[config.mk]
export PLATFORM = sky130hd
export DESIGN_NAME = port_pin_function_select
export DESIGN_NICKNAME = d
export VERILOG_FILES = /design/src/verilog/port_bit_cell.v /design/src/verilog/port_pin_function_select.v
export VERILOG_INCLUDE_DIRS = /design/src /design/src/verilog
export SDC_FILE = /design/constraint.sdc
export NUM_CORES = 1
export LEC_CHECK = 0
export ABC_CLOCK_PERIOD_IN_PS = 2400
export BUFFER_PORTS_ARGS = -buffer_cell sky130_fd_sc_hd__buf_2
export CORE_ASPECT_RATIO = 1.2
export CORE_MARGIN = 5
export CORE_UTILIZATION = 58
export DETAILED_ROUTE_END_ITERATION = 8
export GPL_TIMING_DRIVEN = 0
export PLACE_DENSITY = 0.83
export SKIP_CTS_REPAIR_TIMING = 1
export SYNTH_ARGS = -nofsm -noshare
export SYNTH_HDL_FRONTEND = slang
export SYNTH_SLANG_ARGS = --single-unit
[constraint.sdc]
create_clock -name ref_clk -period 2.4 [get_ports ref_clk]
set_input_delay 0.12 -clock ref_clk [delete_from_list [all_inputs] [get_ports ref_clk]]
set_output_delay 0.12 -clock ref_clk [all_outputs]
set_load 0.005 [all_outputs]
[src/verilog/port_select_map.vh]
`ifndef PORT_SELECT_MAP_VH
`define PORT_SELECT_MAP_VH
// =====================================================================
// Register addresses
`define ADDR_P0_DATA 8'h00
`define ADDR_P0_DIR 8'h01
`define ADDR_P0_PULL 8'h02
`define ADDR_P5_DATA 8'h03
`define ADDR_P5_DIR 8'h04
`define ADDR_P5_PULL 8'h05
`define ADDR_P2_DATA 8'h06
`define ADDR_P2_DIR 8'h07
`define ADDR_ADCFG 8'h08
`define ADDR_LCDMODE 8'h09
`define ADDR_ALTSEL 8'h0A
`define ADDR_STATUS 8'h0B
// =====================================================================
// Fields and reset values
`define LCD_SEL_HI 5
`define LCD_SEL_LO 4
`define ALT_SERIAL 0
`define ALT_TIMER 1
`define ALT_SEGMENT 2
`define DIR_RESET 8'hFF
`define ZERO_RESET 8'h00
// Count of digital pins; 8 means all digital
`define ADCFG_RESET 4'h8
// Largest digital-pin count that the config register accepts
`define ADCFG_MAX 8'h08
`endif
[src/verilog/port_bit_cell.v]
`timescale 1ns/100ps
// One port pin: output latch, pad drive and read-back select.
module port_bit_cell (
  input wire ref_clk,
  input wire reset_n,
  input wire writeEn,
  input wire writeBit,
  input wire dirIn,
  input wire funcOwned,
  input wire padIn,
  output reg latch_q,
  output wire padOut,
  output wire padOe,
  output wire readBit
);
  always @(posedge ref_clk or negedge reset_n) begin
    if (!reset_n) begin
      latch_q <= 1'b0;
    end else if (writeEn) begin
      latch_q <= writeBit;
    end
  end
  assign padOut = latch_q;
  // Only the selected function controls the pin
  assign padOe = ~dirIn & ~funcOwned;
  // Output pins read the latch, input pins the pin level
  assign readBit = dirIn ? padIn : latch_q;
endmodule

[src/verilog/port_pin_function_select.v]
// Chosen here: the address-and-strobe port and the register offsets.
`timescale 1ns/100ps
`include "port_select_map.vh"
// How it works
// - Port zero direction set per bit
// - Port zero pull-ups enabled per bit
// - Port zero is GPIO only when LCD bits zero
// - Debug clock pin is port unless 2-line debug is active
// - Debug disabled: debug data pin is port
// - Debugging or programming: data pin is debug only
// - Port five direction set per bit
// - Port five pull-ups enabled per bit
// - Port five carries serial, timer, segment alternates
// - Port two has latches and per-bit direction
// - Digital input: digital and input; from bit 0
// - Digital output: digital and output drives latch
// - Analog: analog and input; from highest bit
// - Reset puts port two in digital input
// - Write updates latch; input pins read pin level, analog-selected pins read 0
// - Bit operation: read 8, modify, write 8
module port_pin_function_select #(
  parameter P0_WIDTH = 3,
  parameter P5_WIDTH = 8,
  parameter P2_WIDTH = 8
) (
  input wire ref_clk,
  input wire reset_n,
  input wire [7:0] regAddr,
  input wire [7:0] regWdata,
  input wire regWrite,
  input wire regRead,
  output reg [7:0] regRdata_q,
  input wire [P0_WIDTH-1:0] portZeroIn,
  output reg [P0_WIDTH-1:0] portZeroOut_q,
  output reg [P0_WIDTH-1:0] portZeroOe_q,
  output reg [P0_WIDTH-1:0] portZeroPullup_q,
  output reg lcdPinsOwned_q,
  input wire [P5_WIDTH-1:0] portFiveIn,
  output reg [P5_WIDTH-1:0] portFiveOut_q,
  output reg [P5_WIDTH-1:0] portFiveOe_q,
  output reg [P5_WIDTH-1:0] portFivePullup_q,
  input wire serialThreeTransmit,
  output reg serialThreeReceive_q,
  output reg timerInputTwo_q,
  output reg timerInputFour_q,
  input wire [P5_WIDTH-1:0] lcdSegmentOutput,
  input wire [P2_WIDTH-1:0] portTwoIn,
  output reg [P2_WIDTH-1:0] portTwoOut_q,
  output reg [P2_WIDTH-1:0] portTwoOe_q,
  output reg [P2_WIDTH-1:0] analogSelect_q,
  input wire debugEnableOptionBit,
  input wire debugActive,
  input wire debugTwoLine,
  input wire flashWriteMode,
  input wire debugDataOut,
  input wire debugDataOe,
  input wire debugClockOut,
  input wire [1:0] portFourIn,
  output reg [1:0] portFourOut_q,
  output reg [1:0] portFourOe_q,
  output reg debugDataIn_q,
  output reg debugDataSampled_q
);
  // ===================================================================
  // Control registers
  reg [7:0] portZeroDirectionReg_q;
  reg [7:0] portZeroPullupReg_q;
  reg [7:0] portFiveDirectionReg_q;
  reg [7:0] portFivePullupReg_q;
  reg [7:0] portTwoDirectionReg_q;
  reg [3:0] analogDigitalConfigReg_q;
  reg [7:0] lcdModeReg_q;
  reg [2:0] altSelect_q;
  reg [1:0] portFourDir_q;
  reg [1:0] portFourLatch_q;
  reg resetSeen_q;

  wire lcdOwned;
  wire debugDataOwned;
  wire debugClockOwned;
  wire [P2_WIDTH-1:0] analogMask;
  wire [P5_WIDTH-1:0] fiveAltMask;
  wire [P0_WIDTH-1:0] zeroLatch;
  wire [P0_WIDTH-1:0] zeroPadOut;
  wire [P0_WIDTH-1:0] zeroPadOe;
  wire [P0_WIDTH-1:0] zeroRead;
  wire [P5_WIDTH-1:0] fiveLatch;
  wire [P5_WIDTH-1:0] fivePadOut;
  wire [P5_WIDTH-1:0] fivePadOe;
  wire [P5_WIDTH-1:0] fiveRead;
  wire [P2_WIDTH-1:0] twoLatch;
  wire [P2_WIDTH-1:0] twoPadOut;
  wire [P2_WIDTH-1:0] twoPadOe;
  wire [P2_WIDTH-1:0] twoRead;
  wire [1:0] fourRead;
  reg [7:0] readMux;

  // LCD capacitor and supply use while either mode bit is set
  assign lcdOwned = lcdModeReg_q[`LCD_SEL_HI] | lcdModeReg_q[`LCD_SEL_LO];
  // Debug data pin is a port only in normal use with debug off
  assign debugDataOwned = debugActive | flashWriteMode;
  // Debug clock pin is taken only by the two-line debugger
  // In one-line mode the clock pin stays an ordinary port
  assign debugClockOwned = debugActive & debugTwoLine;

  // ===================================================================
  // Alternate and analog masks
  genvar gi;
  generate
    for (gi = 0; gi < P2_WIDTH; gi = gi + 1) begin : gAnalog
      // Digital pins fill from bit 0, analog from the top
      // A count equal to the port width leaves every pin digital
      assign analogMask[gi] = (gi >= analogDigitalConfigReg_q) &
        portTwoDirectionReg_q[gi];
    end
    for (gi = 0; gi < P5_WIDTH; gi = gi + 1) begin : gFiveAlt
      if (gi == 1) begin : gTx
        assign fiveAltMask[gi] = altSelect_q[`ALT_SERIAL] |
          altSelect_q[`ALT_SEGMENT];
      end else begin : gOther
        assign fiveAltMask[gi] = altSelect_q[`ALT_SEGMENT];
      end
    end
    // =================================================================
    // Pin cells
    for (gi = 0; gi < P0_WIDTH; gi = gi + 1) begin : gZero
      port_bit_cell uCell (
        .ref_clk(ref_clk),
        .reset_n(reset_n),
        .writeEn(regWrite && regAddr == `ADDR_P0_DATA),
        .writeBit(regWdata[gi]),
        .dirIn(portZeroDirectionReg_q[gi]),
        .funcOwned(lcdOwned),
        .padIn(portZeroIn[gi]),
        .latch_q(zeroLatch[gi]),
        .padOut(zeroPadOut[gi]),
        .padOe(zeroPadOe[gi]),
        .readBit(zeroRead[gi])
      );
    end
    for (gi = 0; gi < P5_WIDTH; gi = gi + 1) begin : gFive
      port_bit_cell uCell (
        .ref_clk(ref_clk),
        .reset_n(reset_n),
        .writeEn(regWrite && regAddr == `ADDR_P5_DATA),
        .writeBit(regWdata[gi]),
        .dirIn(portFiveDirectionReg_q[gi]),
        .funcOwned(fiveAltMask[gi]),
        .padIn(portFiveIn[gi]),
        .latch_q(fiveLatch[gi]),
        .padOut(fivePadOut[gi]),
        .padOe(fivePadOe[gi]),
        .readBit(fiveRead[gi])
      );
    end
    for (gi = 0; gi < P2_WIDTH; gi = gi + 1) begin : gTwo
      port_bit_cell uCell (
        .ref_clk(ref_clk),
        .reset_n(reset_n),
        .writeEn(regWrite && regAddr == `ADDR_P2_DATA),
        .writeBit(regWdata[gi]),
        .dirIn(portTwoDirectionReg_q[gi]),
        .funcOwned(analogMask[gi]),
        .padIn(portTwoIn[gi]),
        .latch_q(twoLatch[gi]),
        .padOut(twoPadOut[gi]),
        .padOe(twoPadOe[gi]),
        .readBit(twoRead[gi])
      );
    end
  endgenerate

  // Port four reads the pin level when input, the latch when output
  assign fourRead = (portFourDir_q & portFourIn) |
    (~portFourDir_q & portFourLatch_q);

  // ===================================================================
  // Register writes
  always @(posedge ref_clk or negedge reset_n) begin
    if (!reset_n) begin
      portZeroDirectionReg_q <= `DIR_RESET;
      portZeroPullupReg_q <= `ZERO_RESET;
      portFiveDirectionReg_q <= `DIR_RESET;
      portFivePullupReg_q <= `ZERO_RESET;
      portTwoDirectionReg_q <= `DIR_RESET;
      analogDigitalConfigReg_q <= `ADCFG_RESET;
      lcdModeReg_q <= `ZERO_RESET;
      altSelect_q <= 3'h0;
      portFourDir_q <= 2'h3;
      portFourLatch_q <= 2'h0;
    end else if (regWrite) begin
      // Whole-byte writes only: a bit operation is read, modify, write
      // of all eight bits, so input levels may land in latches
      if (regAddr == `ADDR_P0_DIR) begin
        portZeroDirectionReg_q <= regWdata;
      end else if (regAddr == `ADDR_P0_PULL) begin
        portZeroPullupReg_q <= regWdata;
      end else if (regAddr == `ADDR_P5_DIR) begin
        portFiveDirectionReg_q <= regWdata;
      end else if (regAddr == `ADDR_P5_PULL) begin
        portFivePullupReg_q <= regWdata;
      end else if (regAddr == `ADDR_P2_DIR) begin
        portTwoDirectionReg_q <= regWdata;
      end else if (regAddr == `ADDR_ADCFG) begin
        // Counts above the port width clamp to all digital
        if (regWdata > `ADCFG_MAX) begin
          analogDigitalConfigReg_q <= `ADCFG_RESET;
        end else begin
          analogDigitalConfigReg_q <= regWdata[3:0];
        end
      end else if (regAddr == `ADDR_LCDMODE) begin
        lcdModeReg_q <= regWdata;
      end else if (regAddr == `ADDR_ALTSEL) begin
        altSelect_q <= regWdata[2:0];
        portFourDir_q <= regWdata[5:4];
      end else if (regAddr == `ADDR_STATUS) begin
        portFourLatch_q <= regWdata[1:0];
      end
    end
  end

  // ===================================================================
  // Read port: data one cycle after the strobe, zero when unmapped
  always @* begin
    readMux = 8'h00;
    if (regAddr == `ADDR_P0_DATA) begin
      readMux[P0_WIDTH-1:0] = zeroRead;
    end else if (regAddr == `ADDR_P0_DIR) begin
      readMux = portZeroDirectionReg_q;
    end else if (regAddr == `ADDR_P0_PULL) begin
      readMux = portZeroPullupReg_q;
    end else if (regAddr == `ADDR_P5_DATA) begin
      readMux[P5_WIDTH-1:0] = fiveRead;
    end else if (regAddr == `ADDR_P5_DIR) begin
      readMux = portFiveDirectionReg_q;
    end else if (regAddr == `ADDR_P5_PULL) begin
      readMux = portFivePullupReg_q;
    end else if (regAddr == `ADDR_P2_DATA) begin
      readMux[P2_WIDTH-1:0] = twoRead & ~analogMask;
    end else if (regAddr == `ADDR_P2_DIR) begin
      readMux = portTwoDirectionReg_q;
    end else if (regAddr == `ADDR_ADCFG) begin
      readMux[3:0] = analogDigitalConfigReg_q;
    end else if (regAddr == `ADDR_LCDMODE) begin
      readMux = lcdModeReg_q;
    end else if (regAddr == `ADDR_ALTSEL) begin
      readMux = {2'h0, portFourDir_q, 1'b0, altSelect_q};
    end else if (regAddr == `ADDR_STATUS) begin
      readMux = {debugDataOwned, debugClockOwned, lcdOwned,
        debugDataSampled_q, 2'h0, fourRead};
    end
  end

  // ===================================================================
  // Registered pin drive
  // Pins lag the registers by one cycle: glitch-free drive is worth
  // the extra clock of latency on a slow software-driven port
  always @(posedge ref_clk or negedge reset_n) begin
    if (!reset_n) begin
      regRdata_q <= 8'h00;
      portZeroOut_q <= {P0_WIDTH{1'b0}};
      portZeroOe_q <= {P0_WIDTH{1'b0}};
      portZeroPullup_q <= {P0_WIDTH{1'b0}};
      lcdPinsOwned_q <= 1'b0;
      portFiveOut_q <= {P5_WIDTH{1'b0}};
      portFiveOe_q <= {P5_WIDTH{1'b0}};
      portFivePullup_q <= {P5_WIDTH{1'b0}};
      serialThreeReceive_q <= 1'b1;
      timerInputTwo_q <= 1'b0;
      timerInputFour_q <= 1'b0;
      portTwoOut_q <= {P2_WIDTH{1'b0}};
      portTwoOe_q <= {P2_WIDTH{1'b0}};
      analogSelect_q <= {P2_WIDTH{1'b0}};
      portFourOut_q <= 2'h0;
      portFourOe_q <= 2'h0;
      debugDataIn_q <= 1'b1;
    end else begin
      if (regRead) begin
        regRdata_q <= readMux;
      end
      portZeroOut_q <= zeroPadOut;
      portZeroOe_q <= zeroPadOe;
      // Pull-ups only on input pins still in port use
      portZeroPullup_q <= portZeroPullupReg_q[P0_WIDTH-1:0] &
        portZeroDirectionReg_q[P0_WIDTH-1:0] & {P0_WIDTH{~lcdOwned}};
      lcdPinsOwned_q <= lcdOwned;
      portFivePullup_q <= portFivePullupReg_q[P5_WIDTH-1:0] &
        portFiveDirectionReg_q[P5_WIDTH-1:0] & ~fiveAltMask;
      // Segment mode takes every port-five pin; a serial selection then
      // keeps only receive from pin 0, and pin 1 carries segment data, not transmit
      if (altSelect_q[`ALT_SEGMENT]) begin
        portFiveOut_q <= lcdSegmentOutput;
        portFiveOe_q <= {P5_WIDTH{1'b1}};
      end else begin
        portFiveOut_q <= fivePadOut;
        portFiveOe_q <= fivePadOe;
        if (altSelect_q[`ALT_SERIAL]) begin
          portFiveOut_q[1] <= serialThreeTransmit;
          portFiveOe_q[1] <= 1'b1;
        end
      end
      serialThreeReceive_q <= altSelect_q[`ALT_SERIAL] ?
        portFiveIn[0] : 1'b1;
      timerInputTwo_q <= altSelect_q[`ALT_TIMER] & portFiveIn[2];
      timerInputFour_q <= altSelect_q[`ALT_TIMER] & portFiveIn[3];
      portTwoOut_q <= twoPadOut;
      portTwoOe_q <= twoPadOe;
      analogSelect_q <= analogMask;
      // Debug data pin, then debug clock pin
      if (debugDataOwned) begin
        portFourOut_q[0] <= debugDataOut;
        portFourOe_q[0] <= debugDataOe;
      end else begin
        portFourOut_q[0] <= portFourLatch_q[0];
        portFourOe_q[0] <= ~portFourDir_q[0];
      end
      if (debugClockOwned) begin
        portFourOut_q[1] <= debugClockOut;
        portFourOe_q[1] <= 1'b1;
      end else begin
        portFourOut_q[1] <= portFourLatch_q[1];
        portFourOe_q[1] <= ~portFourDir_q[1];
      end
      debugDataIn_q <= debugDataOwned ? portFourIn[0] : 1'b1;
    end
  end

  // ===================================================================
  // Level of the debug data pin caught once after reset release;
  // with debug enabled the board must hold it high by then
  always @(posedge ref_clk or negedge reset_n) begin
    if (!reset_n) begin
      resetSeen_q <= 1'b0;
      debugDataSampled_q <= 1'b0;
    end else if (!resetSeen_q) begin
      resetSeen_q <= 1'b1;
      debugDataSampled_q <= debugEnableOptionBit & portFourIn[0];
    end
  end
endmodule

Yosys cells after proc, flatten, opt, wreduce, memory -nomap -nowiden
Index checks and enable logic that the tools add are counted. W data, S select, Z words.

Register bits: 154. Input port bits: 57.

Reductions and logical operators: 13. Multiplexer cells: 44. Equal/unequal tests: 11. $lt $le $gt $ge: 9. Bitwise operators: 85.

Operators by type and width (number): $mux W8 (12); $not A1 Y1 (40); $eq A8 B3 Y1 const B (4); $eq A8 B4 Y1 const B (4); $and A1 B1 Y1 (31); $mux W1 (27); $and A8 B8 Y8 (3); $eq A8 B2 Y1 const B (2); $ge A3 B4 Y1 const A (4); $not A8 Y8 (2); $mux W4 (3); $reduce_and A10 Y1 (1); $reduce_and A9 Y1 (1); $eq A8 B1 Y1 const B (1); $ge A1 B4 Y1 const A (2); $ge A2 B4 Y1 const A (2); $gt A8 B4 Y1 const B (1); $logic_not A8 Y1 (1); $reduce_and A8 Y1 (1); $reduce_and A7 Y1 (1); $and A3 B3 Y3 (2); $reduce_and A6 Y1 (1); $mux W5 (1); $reduce_and A5 Y1 (1); other kinds (9) (14).

Longest topological paths before layout
Gate-level depths: netlist of the first run.

Depth in word-level cells: 15. Depth in mapped cells: 8. Mapped depth without buffers: 5.

Hierarchy
Synthesis of the first run repeated with hierarchy kept, for this count alone.

Cell total of the unflattened synthesis: 570. Area total of the unflattened synthesis: 7054.3 um^2.

Modules (own cells, without submodules): port_pin_function_select (seq. area each 3414.5 um^2, cells an instance 475, area each 5794.3 um^2, instances 1); port_bit_cell (seq. area each 25.0 um^2, cells an instance 5, area each 66.3 um^2, instances 19).

Worst setup path after synthesis of the first run
No wires, ideal clock.

Path kind: in2reg. Start point: input port regAddr[5]. End point: register gFive[0].uCell.latch_q. Stages: 7. Data arrival time: 1878 ps. Library setup time: 125 ps. Setup slack: 396 ps. Cell sequence: or4_4 > buf_6 > or3_1 > buf_6 > or2_1 > buf_6 > mux2_4.

Cells in the longest elaborated chain, start to end: 2.

Ends and longest elaborated chain: from (decl) (line port_pin_function_select.v:28) `input wire [7:0] regAddr,`; $eq A8 B2 Y1 (no source line); $logic_and A1 B1 Y1 (no source line); to (signal assigned) (line port_bit_cell.v:20) `latch_q <= writeBit;`; to (decl) (line port_bit_cell.v:11) `output reg latch_q,`.

No other way between the ends. A chain may end at the register's enable or synchronous reset.

Worst setup path in the final report of the first run
Start point: register analogDigitalConfigReg_q[3]. End point: register regRdata_q[5].

Cells in the longest elaborated chain, start to end: 11.

Ends and longest elaborated chain: from (decl) (line port_pin_function_select.v:71) `reg [3:0] analogDigitalConfigReg_q;`; from (signal assigned) (line port_pin_function_select.v:186) `` analogDigitalConfigReg_q <= `ADCFG_RESET; ``; from (signal assigned) (line port_pin_function_select.v:207) `` analogDigitalConfigReg_q <= `ADCFG_RESET; ``; from (signal assigned) (line port_pin_function_select.v:209) `analogDigitalConfigReg_q <= regWdata[3:0];`; $ge A3 B4 Y1 (line port_pin_function_select.v:113) `assign analogMask[gi] = (gi >= analogDigitalConfigReg_q) &`; $and A1 B1 Y1 (line port_pin_function_select.v:113); $not A8 Y8 (line port_pin_function_select.v:239) `readMux[P2_WIDTH-1:0] = twoRead & ~analogMask;`; $and A8 B8 Y8 (line port_pin_function_select.v:239); $mux W8 (line port_pin_function_select.v:238) `` end else if (regAddr == `ADDR_P2_DATA) begin ``; $mux W8 (line port_pin_function_select.v:236) `` end else if (regAddr == `ADDR_P5_PULL) begin ``; $mux W8 (line port_pin_function_select.v:234) `` end else if (regAddr == `ADDR_P5_DIR) begin ``; $mux W8 (line port_pin_function_select.v:232) `` end else if (regAddr == `ADDR_P5_DATA) begin ``; $mux W8 (line port_pin_function_select.v:230) `` end else if (regAddr == `ADDR_P0_PULL) begin ``; $mux W8 (line port_pin_function_select.v:228) `` end else if (regAddr == `ADDR_P0_DIR) begin ``; $mux W5 (line port_pin_function_select.v:226) `` if (regAddr == `ADDR_P0_DATA) begin ``; to (signal assigned) (line port_pin_function_select.v:279) `regRdata_q <= readMux;`; to (decl) (line port_pin_function_select.v:32) `output reg [7:0] regRdata_q,`.

No other way between the ends.

==> results.toml, run 1 <==
[synthesis]
yosysTopAreaCell = "dfrtp_1"
synthFlopType = "dfrtp_1"
mappedNetlistArea_um2 = 6659
synth-edff-count = 0
synth_cells = 574
yosysSeqAreaShare_pct = 58.42
synthArstFlopShare_pct = 100.0
synth_seq_cells = 154
syn_area_per_cell_um2 = 11.60
synthTopCellsByCount = "dfrtp_1, mux2_2, nand2_1, o21ai_0, nor2_1"
syn_nets = 631
synth.top_cell.area_share_pct = 46.97
synth_cell_types = 60
netlist_top_cells_area = "dfrtp_1, dfstp_2, mux2_2"
synth-warning-count = 0
synth_most_common_cell = "dfrtp_1"

[floorplan]
coreArea_um2 = 11140
start_util_pct = 59.77
io_pins = 132
die_area_um2 = 13730
rows = 42
dieWidth_um = 107.8
die_h_um = 127.4

[outcome]
failed_checks = "negative hold slack"
run_status = "finished, violations left"

[sta]
setup_tns_ps = 0
layout_worst_path_cycle_share_pct = 95.02
slew_viol_final = 0
worstMarginPinSlew_ps = 974.9
fmax_mhz = 438.5
hold_violations = 1
rsz0062_at_grt = "false"
slew_headroom_pct = 34.77
finalSetupViolCount = 0
clock_skew_ps = 7.160
whs_ps = -19.28
period_needed_ps = 2281

[worst_hold_path]
hold_start = "debugTwoLine"
hold_path_class = "input pin to flip-flop"
hold_end = "portFourOe_q[1]$_DFF_PN0_"
hold_depth = 3

[finish]
num-fill-cells = 815
nets = 796
insertedDiodeCount = 0
drive_gt1_share_pct = 35.90
syn2layout_area_growth_pct = 25.42

[global_route]
grt_antenna_before_repair = 0
grt_max_degree = 80
grt_pass1_vias = 5587
grt_pass1_wl_um = 32290
grt_overflow = 0
track_usage_pct = 31.59

[worst_setup_path]
r2r-end = "regRdata_q[5]$_DFFE_PN0P_"
cp.depth = 6
arrival_ps = 2610
r2r_start = "analogDigitalConfigReg_q[3]$_DFFE_PN1P_"
cp.required_ps = 2730
worstSetupPathType = "flip-flop to flip-flop"
r2r_setup_slack_ps = 120
r2r_cells = 6
endpoint_kind = "flip-flop"
path_cells = "clkbuf_1 > a21oi_1 > o211a_1 > o32ai_1 > a22oi_1 > o21ai_0"
critical_path.max_stage_delay_ps = 530
critical_path.slowest_cell = "dfstp_2"
critPathBufInv = 1
worst-path-max-fanout = 10
setup.worst_path.start_class = "flip-flop"
critical-path-top-delay-family = "compound AO/OA/AOI/OAI gates"

[placement]
place_congestion = 0.9529
post-dp-hpwl_um = 14880
io_buffers = 126

[clocking]
cts-root-buf = "clkbuf_16"
htree_levels = 4
clock_path_buffers = 2
clk_pin_slew_ps = 70
cts.sinks = 154
clkLatencyLatePin_ps = 420
cts_tree = "done"
cts_buffers = 17

[route]
routed_wl_um = 21590
ant_nets = 0
drt-vias-per-instance = 6.070
vias = 5499
drc_errors = 0
dr.pass1.iters = 6
wl_per_cell_um = 23.83
drt_iter0_drc = 454

[pwr]
p_leak_uw = 0.004046
power_density_nw_per_um2 = 763.0
vdd_drop_max_mv = 0.4736

[flow_run]
cap_violations = 0
==> worst reg2reg max path: cells and delay by family (launching register included) <==
family	cells	cell delay, ps
buf+inv	1	430
flops	1	530
compound gates	5	1230
==> sequential cells by signal, summed over array words and instances, names as in the netlist, 3 cells and up <==
| signal | flops |
|---|---|
| regRdata_q | 8 |
| portZeroOe_q | 3 |
| portZeroPullupReg_q | 8 |
| gTwo.uCell.latch_q | 8 |
| altSelect_q | 3 |
| gZero.uCell.latch_q | 3 |
| portZeroDirectionReg_q | 8 |
| portFiveOut_q | 8 |
| portFiveDirectionReg_q | 8 |
| portTwoOe_q | 8 |
| analogSelect_q | 8 |
| analogDigitalConfigReg_q | 4 |
| portTwoOut_q | 8 |
| portFivePullupReg_q | 8 |
| portFivePullup_q | 8 |
| portTwoDirectionReg_q | 8 |
| portZeroOut_q | 3 |
| portZeroPullup_q | 3 |
| portFiveOe_q | 8 |
| gFive.uCell.latch_q | 8 |
| lcdModeReg_q | 8 |
==> stage by stage <==
step	std cells	power, uW	utilization [%]	cell area, um^2	setup slack (ps)
after floorplan	574	3127	-	6659	396.4
after global placement	854	3419	67.16	7482	-794.3
after detailed placement	855	3446	67.46	7516	-212.8
after CTS	887	6330	73.24	8159	204.4
after global routing	906	6567	74.97	8352	57.66
final	906	6373	74.97	8352	119.4
==> cell families after synthesis <==
logic type	Yosys count	share of synthesized area, %
buf+inv	62	3.833
other cells	1	0.05632
mux	86	14.75
simple gates	154	11.20
compound gates	117	11.74
flops	154	58.42
==> report_power, final <==
part           total, uW  switching [uW]  internal (uW)
Clock               2930            1120           1810
Combinational        590             348            243
Sequential          2850            92.2           2760
==> how the worst max path moves through the flow <==
stage,endpoint,startpoint
after CTS,portFiveDirectionReg_q[0]$_DFFE_PN1P_,regAddr[2]
final,regRdata_q[5]$_DFFE_PN0P_,analogDigitalConfigReg_q[3]$_DFFE_PN1P_
after global routing,regRdata_q[5]$_DFFE_PN0P_,analogDigitalConfigReg_q[3]$_DFFE_PN1P_
after detailed placement,portFiveDirectionReg_q[0]$_DFFE_PN1P_,regAddr[2]
after floorplan,gFive[0].uCell.latch_q$_DFFE_PN0P_,regAddr[5]
after global placement,portFourLatch_q[1]$_DFFE_PN0P_,reset_n
==> placed cells by master (no fill, tap or decap), drive strengths merged, types with 3 or more instances in the layout <==
cell type / n
nor2b: 5
inv: 28
a31oi: 4
nand2: 43
dfrtp: 125
and2: 4
nand4: 4
o31ai: 3
o211ai: 5
o21ai: 39
and3: 6
mux2: 73
o22ai: 5
dfstp: 29
a211oi: 8
nor3: 15
nor2: 36
dlygate4sd3: 19
buf: 132
o32ai: 4
a22oi: 4
mux2i: 13
a22o: 4
o221ai: 3
bufinv: 4
clkbuf: 51
a21oi: 15
nand2b: 12
clkinv: 4
nand3: 17
==> cell type report <==
class | count | area, um^2 | area share, %
well taps | 154 | 192.7 | 2.307
flip-flops and latches | 154 | 3890 | 46.58
clock inverters | 12 | 186.4 | 2.232
multi-input cells | 358 | 2516 | 30.13
repair buffers | 146 | 854.6 | 10.23
clock buffers | 20 | 456.7 | 5.468
inverters | 26 | 97.59 | 1.169
plain buffers | 36 | 157.7 | 1.888
==> layer usage <==
metal	global-route usage, %	part of all wire (%)	vias to the layer above
li1	-	-	2378
met1	41.65	39	2739
met2	50.04	49	324
met3	7.972	8.6	58
met4	13.15	3.5	0
met5	0	0	-
No activity file was read; power rests on OpenSTA's default activity.
==> run 2: changes to the inputs <==
Settings changed: CORE_ASPECT_RATIO 1.2 to 0.75.
==> run 2 against run 1 <==
The flow still finishes with violations (negative hold slack). Via count up 2.6%. Combinational power rose by 2%. Sequential power about the same. Count of clock-buffer cells in the layout did not move. Clock skew is 2.8 ps higher. Final cell count fell by 1.2%. Largest power group is now registers.
==> results.toml, run 2 (synthesized netlist as in run 1, its figures left out) <==
[global_route]
grt_pass1_vias = 5532
track_usage_pct = 32.12
grt_pass1_wl_um = 32660
grt_overflow = 0
grt_max_degree = 107
grt_antenna_before_repair = 0

[pwr]
power_density_nw_per_um2 = 729.1
power_uw = 6038
p_leak_uw = 0.004017
vdd_drop_max_mv = 0.5286

[worst_setup_path]
critical_path.max_stage_delay_ps = 630
critical-path-top-delay-family = "simple AND/OR/NAND/NOR gates"
setup.worst_path.start_class = "input pin"
path_cells = "buf_2 > buf_1 > nand2b_1 > nor2_1 > nand3_1 > mux2_2"
endpoint_kind = "flip-flop"
critPathBufInv = 2
r2r_cells = 6
r2r_start = "analogDigitalConfigReg_q[3]$_DFFE_PN1P_"
arrival_ps = 2540
worstSetupPathType = "input pin to flip-flop"
critical_path.slowest_cell = "nor2_1"
r2r_setup_slack_ps = 240
r2r-end = "regRdata_q[4]$_DFFE_PN0P_"
cp.required_ps = 2750
worst-path-max-fanout = 10

[sta]
setup_tns_ps = 0
fmax_mhz = 456.7
whs_ps = -0.05729
setup_ws_ps = 210.5
hold_violations = 1
slew_headroom_pct = 34.00
worstMarginPinSlew_ps = 986.4
clock_skew_ps = 9.985
layout_worst_path_cycle_share_pct = 91.23
slew_viol_final = 0
rsz0062_at_grt = "false"
period_needed_ps = 2190
finalSetupViolCount = 0

[finish]
insertedDiodeCount = 0
final_cells = 895
nets = 799
num-fill-cells = 764
layout_common_cells = "dfrtp_1, buf_2, mux2_2, nand2_1, o21ai_0"
syn2layout_area_growth_pct = 24.37
drive_gt1_share_pct = 35.63

[worst_hold_path]
hold_start = "serialThreeTransmit"
hold_end = "portFiveOut_q[1]$_DFF_PN0_"
hold_depth = 3
hold_path_class = "input pin to flip-flop"

[floorplan]
rows = 33
io_pins = 132
coreArea_um2 = 11070
dieWidth_um = 133.7
start_util_pct = 60.18
die_area_um2 = 13750
die_h_um = 102.8

[placement]
io_buffers = 126
post-dp-hpwl_um = 14980
place_congestion = 0.9431
dp_cells = 841
dpl_worst_slack_ps = -145.2

[route]
vias = 5643
met3_length_um = 2394
routed_wl_um = 22380
wl_met2_um = 10210
wl_per_cell_um = 25.01
dr.pass1.iters = 5
ant_nets = 0
wl_met1_um = 9180
drc_errors = 0
drt-vias-per-instance = 6.305
top_layer = "met4"
drt_iter0_drc = 767

[clocking]
cts_buffers = 17
cts.sinks = 154
cts-root-buf = "clkbuf_16"
cts_tree = "done"
clk_pin_slew_ps = 70
htree_levels = 4
clock_path_buffers = 2
clkLatencyLatePin_ps = 430

[outcome]
failed_checks = "negative hold slack"
run_status = "finished, violations left"

[flow_run]
cap_violations = 0
-- run 2: changes by cell type in the layout (fill, tap and decap cells not counted) --
cell	change
clkinvlp_4	+1
inv_8	+1
inv_6	+2
nor2_1	+1
clkinv_4	+1
bufinv_16	-4
clkinv_2	-1
dlygate4sd3_1	+3
nor2_2	-1
-- run 2: through the flow --
stage          util (%)  hold WS [ps]  area, um^2
2_1_floorplan         -        -175.6        6659
3_3_place_gp      67.46         339.6        7465
3_5_place_dp      67.76         78.54        7498
4_1_cts           72.85        -371.9        8061
5_1_grt           74.84         57.81        8282
6_report          74.84      -0.05729        8282
-- run 2: how the worst max path moves through the flow --
stage	startpoint	endpoint	slack (ps)	cells after the start
final	regAddr[2]	portFiveDirectionReg_q[3]$_DFFE_PN1P_	210	6
after global routing	regAddr[2]	portFiveDirectionReg_q[3]$_DFFE_PN1P_	100	6
after floorplan	regAddr[5]	gFive[0].uCell.latch_q$_DFFE_PN0P_	400	7
after detailed placement	regAddr[0]	lcdModeReg_q[2]$_DFFE_PN0P_	-150	6
after CTS	analogDigitalConfigReg_q[3]$_DFFE_PN1P_	regRdata_q[4]$_DFFE_PN0P_	290	6
after global placement	reset_n	gTwo[4].uCell.latch_q$_DFFE_PN0P_	-790	1
-- run 2: cell type report --
type | instances | area [um^2] | share of cell area, %
inverter | 26 | 97.59 | 1.178
tap | 140 | 175.2 | 2.115
clock buffer | 20 | 456.7 | 5.514
clock inverter | 12 | 106.4 | 1.284
timing repair buffer | 149 | 884.6 | 10.68
multi-input combinational | 358 | 2514 | 30.35
buffer | 36 | 157.7 | 1.904
sequential | 154 | 3890 | 46.97
-- run 2: worst min-delay path, stage by stage --
cell and delay [ps]:
buf_2 80, mux2i_1 50, o21ai_0 140
-- run 2: power by group --
group | leakage (uW) | switching (uW) | internal (uW)
clock network | 0.000268 | 1170 | 1410
registers | 0.00191 | 93.5 | 2760
logic | 0.00184 | 358 | 246
total | 0.00402 | 1630 | 4410
-- run 2: layer usage --
| layer | vias to the layer above | GRT usage (%) |
|---|---|---|
| li1 | 2383 | - |
| met1 | 2828 | 45.69 |
| met2 | 372 | 49.05 |
| met3 | 60 | 8.341 |
| met4 | 0 | 10.43 |
| met5 | - | 0 |
==> run 3: changes to the inputs <==
Settings changed: ABC_CLOCK_PERIOD_IN_PS 2400 to 2009, CORE_UTILIZATION 58 to 50, PLACE_DENSITY 0.83 to 0.76.
Clock period 2.4 ns to 2.01 ns, I/O delays scaled along.
==> run 3 against run 2 <==
The run now ends clean. Non-clock buffer count shrank 1. Clock skew shrank 0.67 ps. Design area up 1.3%. Highest routed layer unchanged. Critical endpoint is now regRdata_q[2]$_DFFE_PN0P_. Wire length shrank 2.3%. Global-route usage fell by 3.8 points. Largest cell class unchanged. Critical path type is now flip-flop to flip-flop.
==> results.toml, run 3 (synthesized netlist as in run 1, its figures left out) <==
[clocking]
clkLatencyLatePin_ps = 420
cts.sinks = 154
clock_path_buffers = 2
htree_levels = 4
clk_pin_slew_ps = 60
cts-root-buf = "clkbuf_16"
cts_buffers = 17
cts_tree = "done"

[placement]
place_congestion = 0.9573
io_buffers = 126
post-dp-hpwl_um = 15470
placed_area_um2 = 7537

[worst_setup_path]
arrival_ps = 2260
cp.required_ps = 2320
critical_path.slowest_cell = "dfstp_2"
setup.worst_path.start_class = "flip-flop"
r2r_setup_slack_ps = 60
worstSetupPathType = "flip-flop to flip-flop"
critical_path.max_stage_delay_ps = 370
endpoint_kind = "flip-flop"
worst-path-max-fanout = 10
path_cells = "clkbuf_2 > a211oi_2 > nor3_1 > o31ai_1 > o221ai_1 > a41o_1"

[finish]
nets = 798
fin_util_pct = 64.47
final_area_um2 = 8392
layout_common_cells = "dfrtp_1, buf_2, mux2_2, nand2_1, o21ai_0"
insertedDiodeCount = 0
drive_gt1_share_pct = 37.40
syn2layout_area_growth_pct = 26.02

[flow_run]
cap_violations = 0

[sta]
period_needed_ps = 1950
hold_violations = 0
worstMarginPinSlew_ps = 791.1
rsz0062_at_grt = "true"
whs_ps = 6.042
slew_headroom_pct = 47.26
fmax_mhz = 512.9
clock_skew_ps = 9.316
layout_worst_path_cycle_share_pct = 97.00
slew_viol_final = 0
finalSetupViolCount = 0

[route]
ant_nets = 0
routed_wl_um = 21870
vias = 5415
drt-vias-per-instance = 5.854
wl_per_cell_um = 23.64
drc_errors = 0
dr.pass1.iters = 6
drt_iter0_drc = 474

[pwr]
vdd_drop_max_mv = 0.6816
power_uw = 7316
power_density_nw_per_um2 = 871.8
p_leak_uw = 0.004052

[worst_hold_path]
hold_path_class = "input pin to flip-flop"

[global_route]
grt_pass1_vias = 5447
grt_antenna_before_repair = 0
grt_pass1_wl_um = 32760
grt_max_degree = 79
track_usage_pct = 28.33
grt_overflow = 0

[outcome]
run_status = "completed"

[floorplan]
start_util_pct = 51.15
dieWidth_um = 143.3
io_pins = 132
die_h_um = 109.9
coreArea_um2 = 13020
die_area_um2 = 15750
rows = 36
-- run 3: cell count changes in the layout (fill, tap and decap cells not counted), sizes merged --
cell      before  now
inv           31   27
bufinv         0    2
clkbuf        51   52
clkinv         4    5
clkinvlp       3    2
-- run 3: path summary, 6_finish.rpt --
kind	start	endpoint	depth (start not counted)
max in group asynchronous	reset_n	portFourDir_q[1]$_DFFE_PN1P_	3
min reg2reg	gTwo[1].uCell.latch_q$_DFFE_PN0P_	portTwoOut_q[1]$_DFF_PN0_	0
min in group asynchronous	reset_n	portFiveOut_q[0]$_DFF_PN0_	2
max reg2reg	analogDigitalConfigReg_q[3]$_DFFE_PN1P_	regRdata_q[2]$_DFFE_PN0P_	6
min	debugActive	portFourOe_q[1]$_DFF_PN0_	3
max	analogDigitalConfigReg_q[3]$_DFFE_PN1P_	regRdata_q[2]$_DFFE_PN0P_	6
-- run 3: layer usage --
layer  GRT usage [%]  share of wire [%]  up-vias
met5               0                  0        -
met2           43.30                 46      288
met3           6.478                8.3       28
met1           41.85                 45     2724
li1                -                  -     2375
met4           5.914                1.3        0
-- run 3: layout make-up --
class,count,area (um^2)
clock buffers,22,474.2
flip-flops and latches,154,3890
multi-input cells,358,2557
well taps,171,214.0
inverters,26,97.59
clock inverters,10,116.4
plain buffers,35,157.7
fillers,1030,4626
repair buffers,149,884.6
-- run 3: report_power, final --
group,switching [uW],leakage (uW),internal [uW],total (uW)
logic,417,0.00185,295,712
registers,111,0.00191,3290,3400
clock network,1270,0.000287,1930,3200
-- run 3: critical path: cells and delay by family (launching register included) --
family / cells / cell delay (ps)
AO/OA/AOI/OAI: 4 / 1160
flip-flops: 1 / 370
buffers and inverters: 1 / 210
AND/OR/NAND/NOR: 1 / 90
-- run 3: through the flow --
| step | instances | TNS (ps) | setup WS [ps] |
|---|---|---|---|
| 2_1_floorplan | 574 | 0 | 25.90 |
| 3_3_place_gp | 871 | -186730 | -1213 |
| 3_5_place_dp | 872 | -26950 | -604.8 |
| 4_1_cts | 904 | -2094 | -139.6 |
| 5_1_grt | 925 | -18.16 | -18.16 |
| 6_report | 925 | 0 | 60.23 |
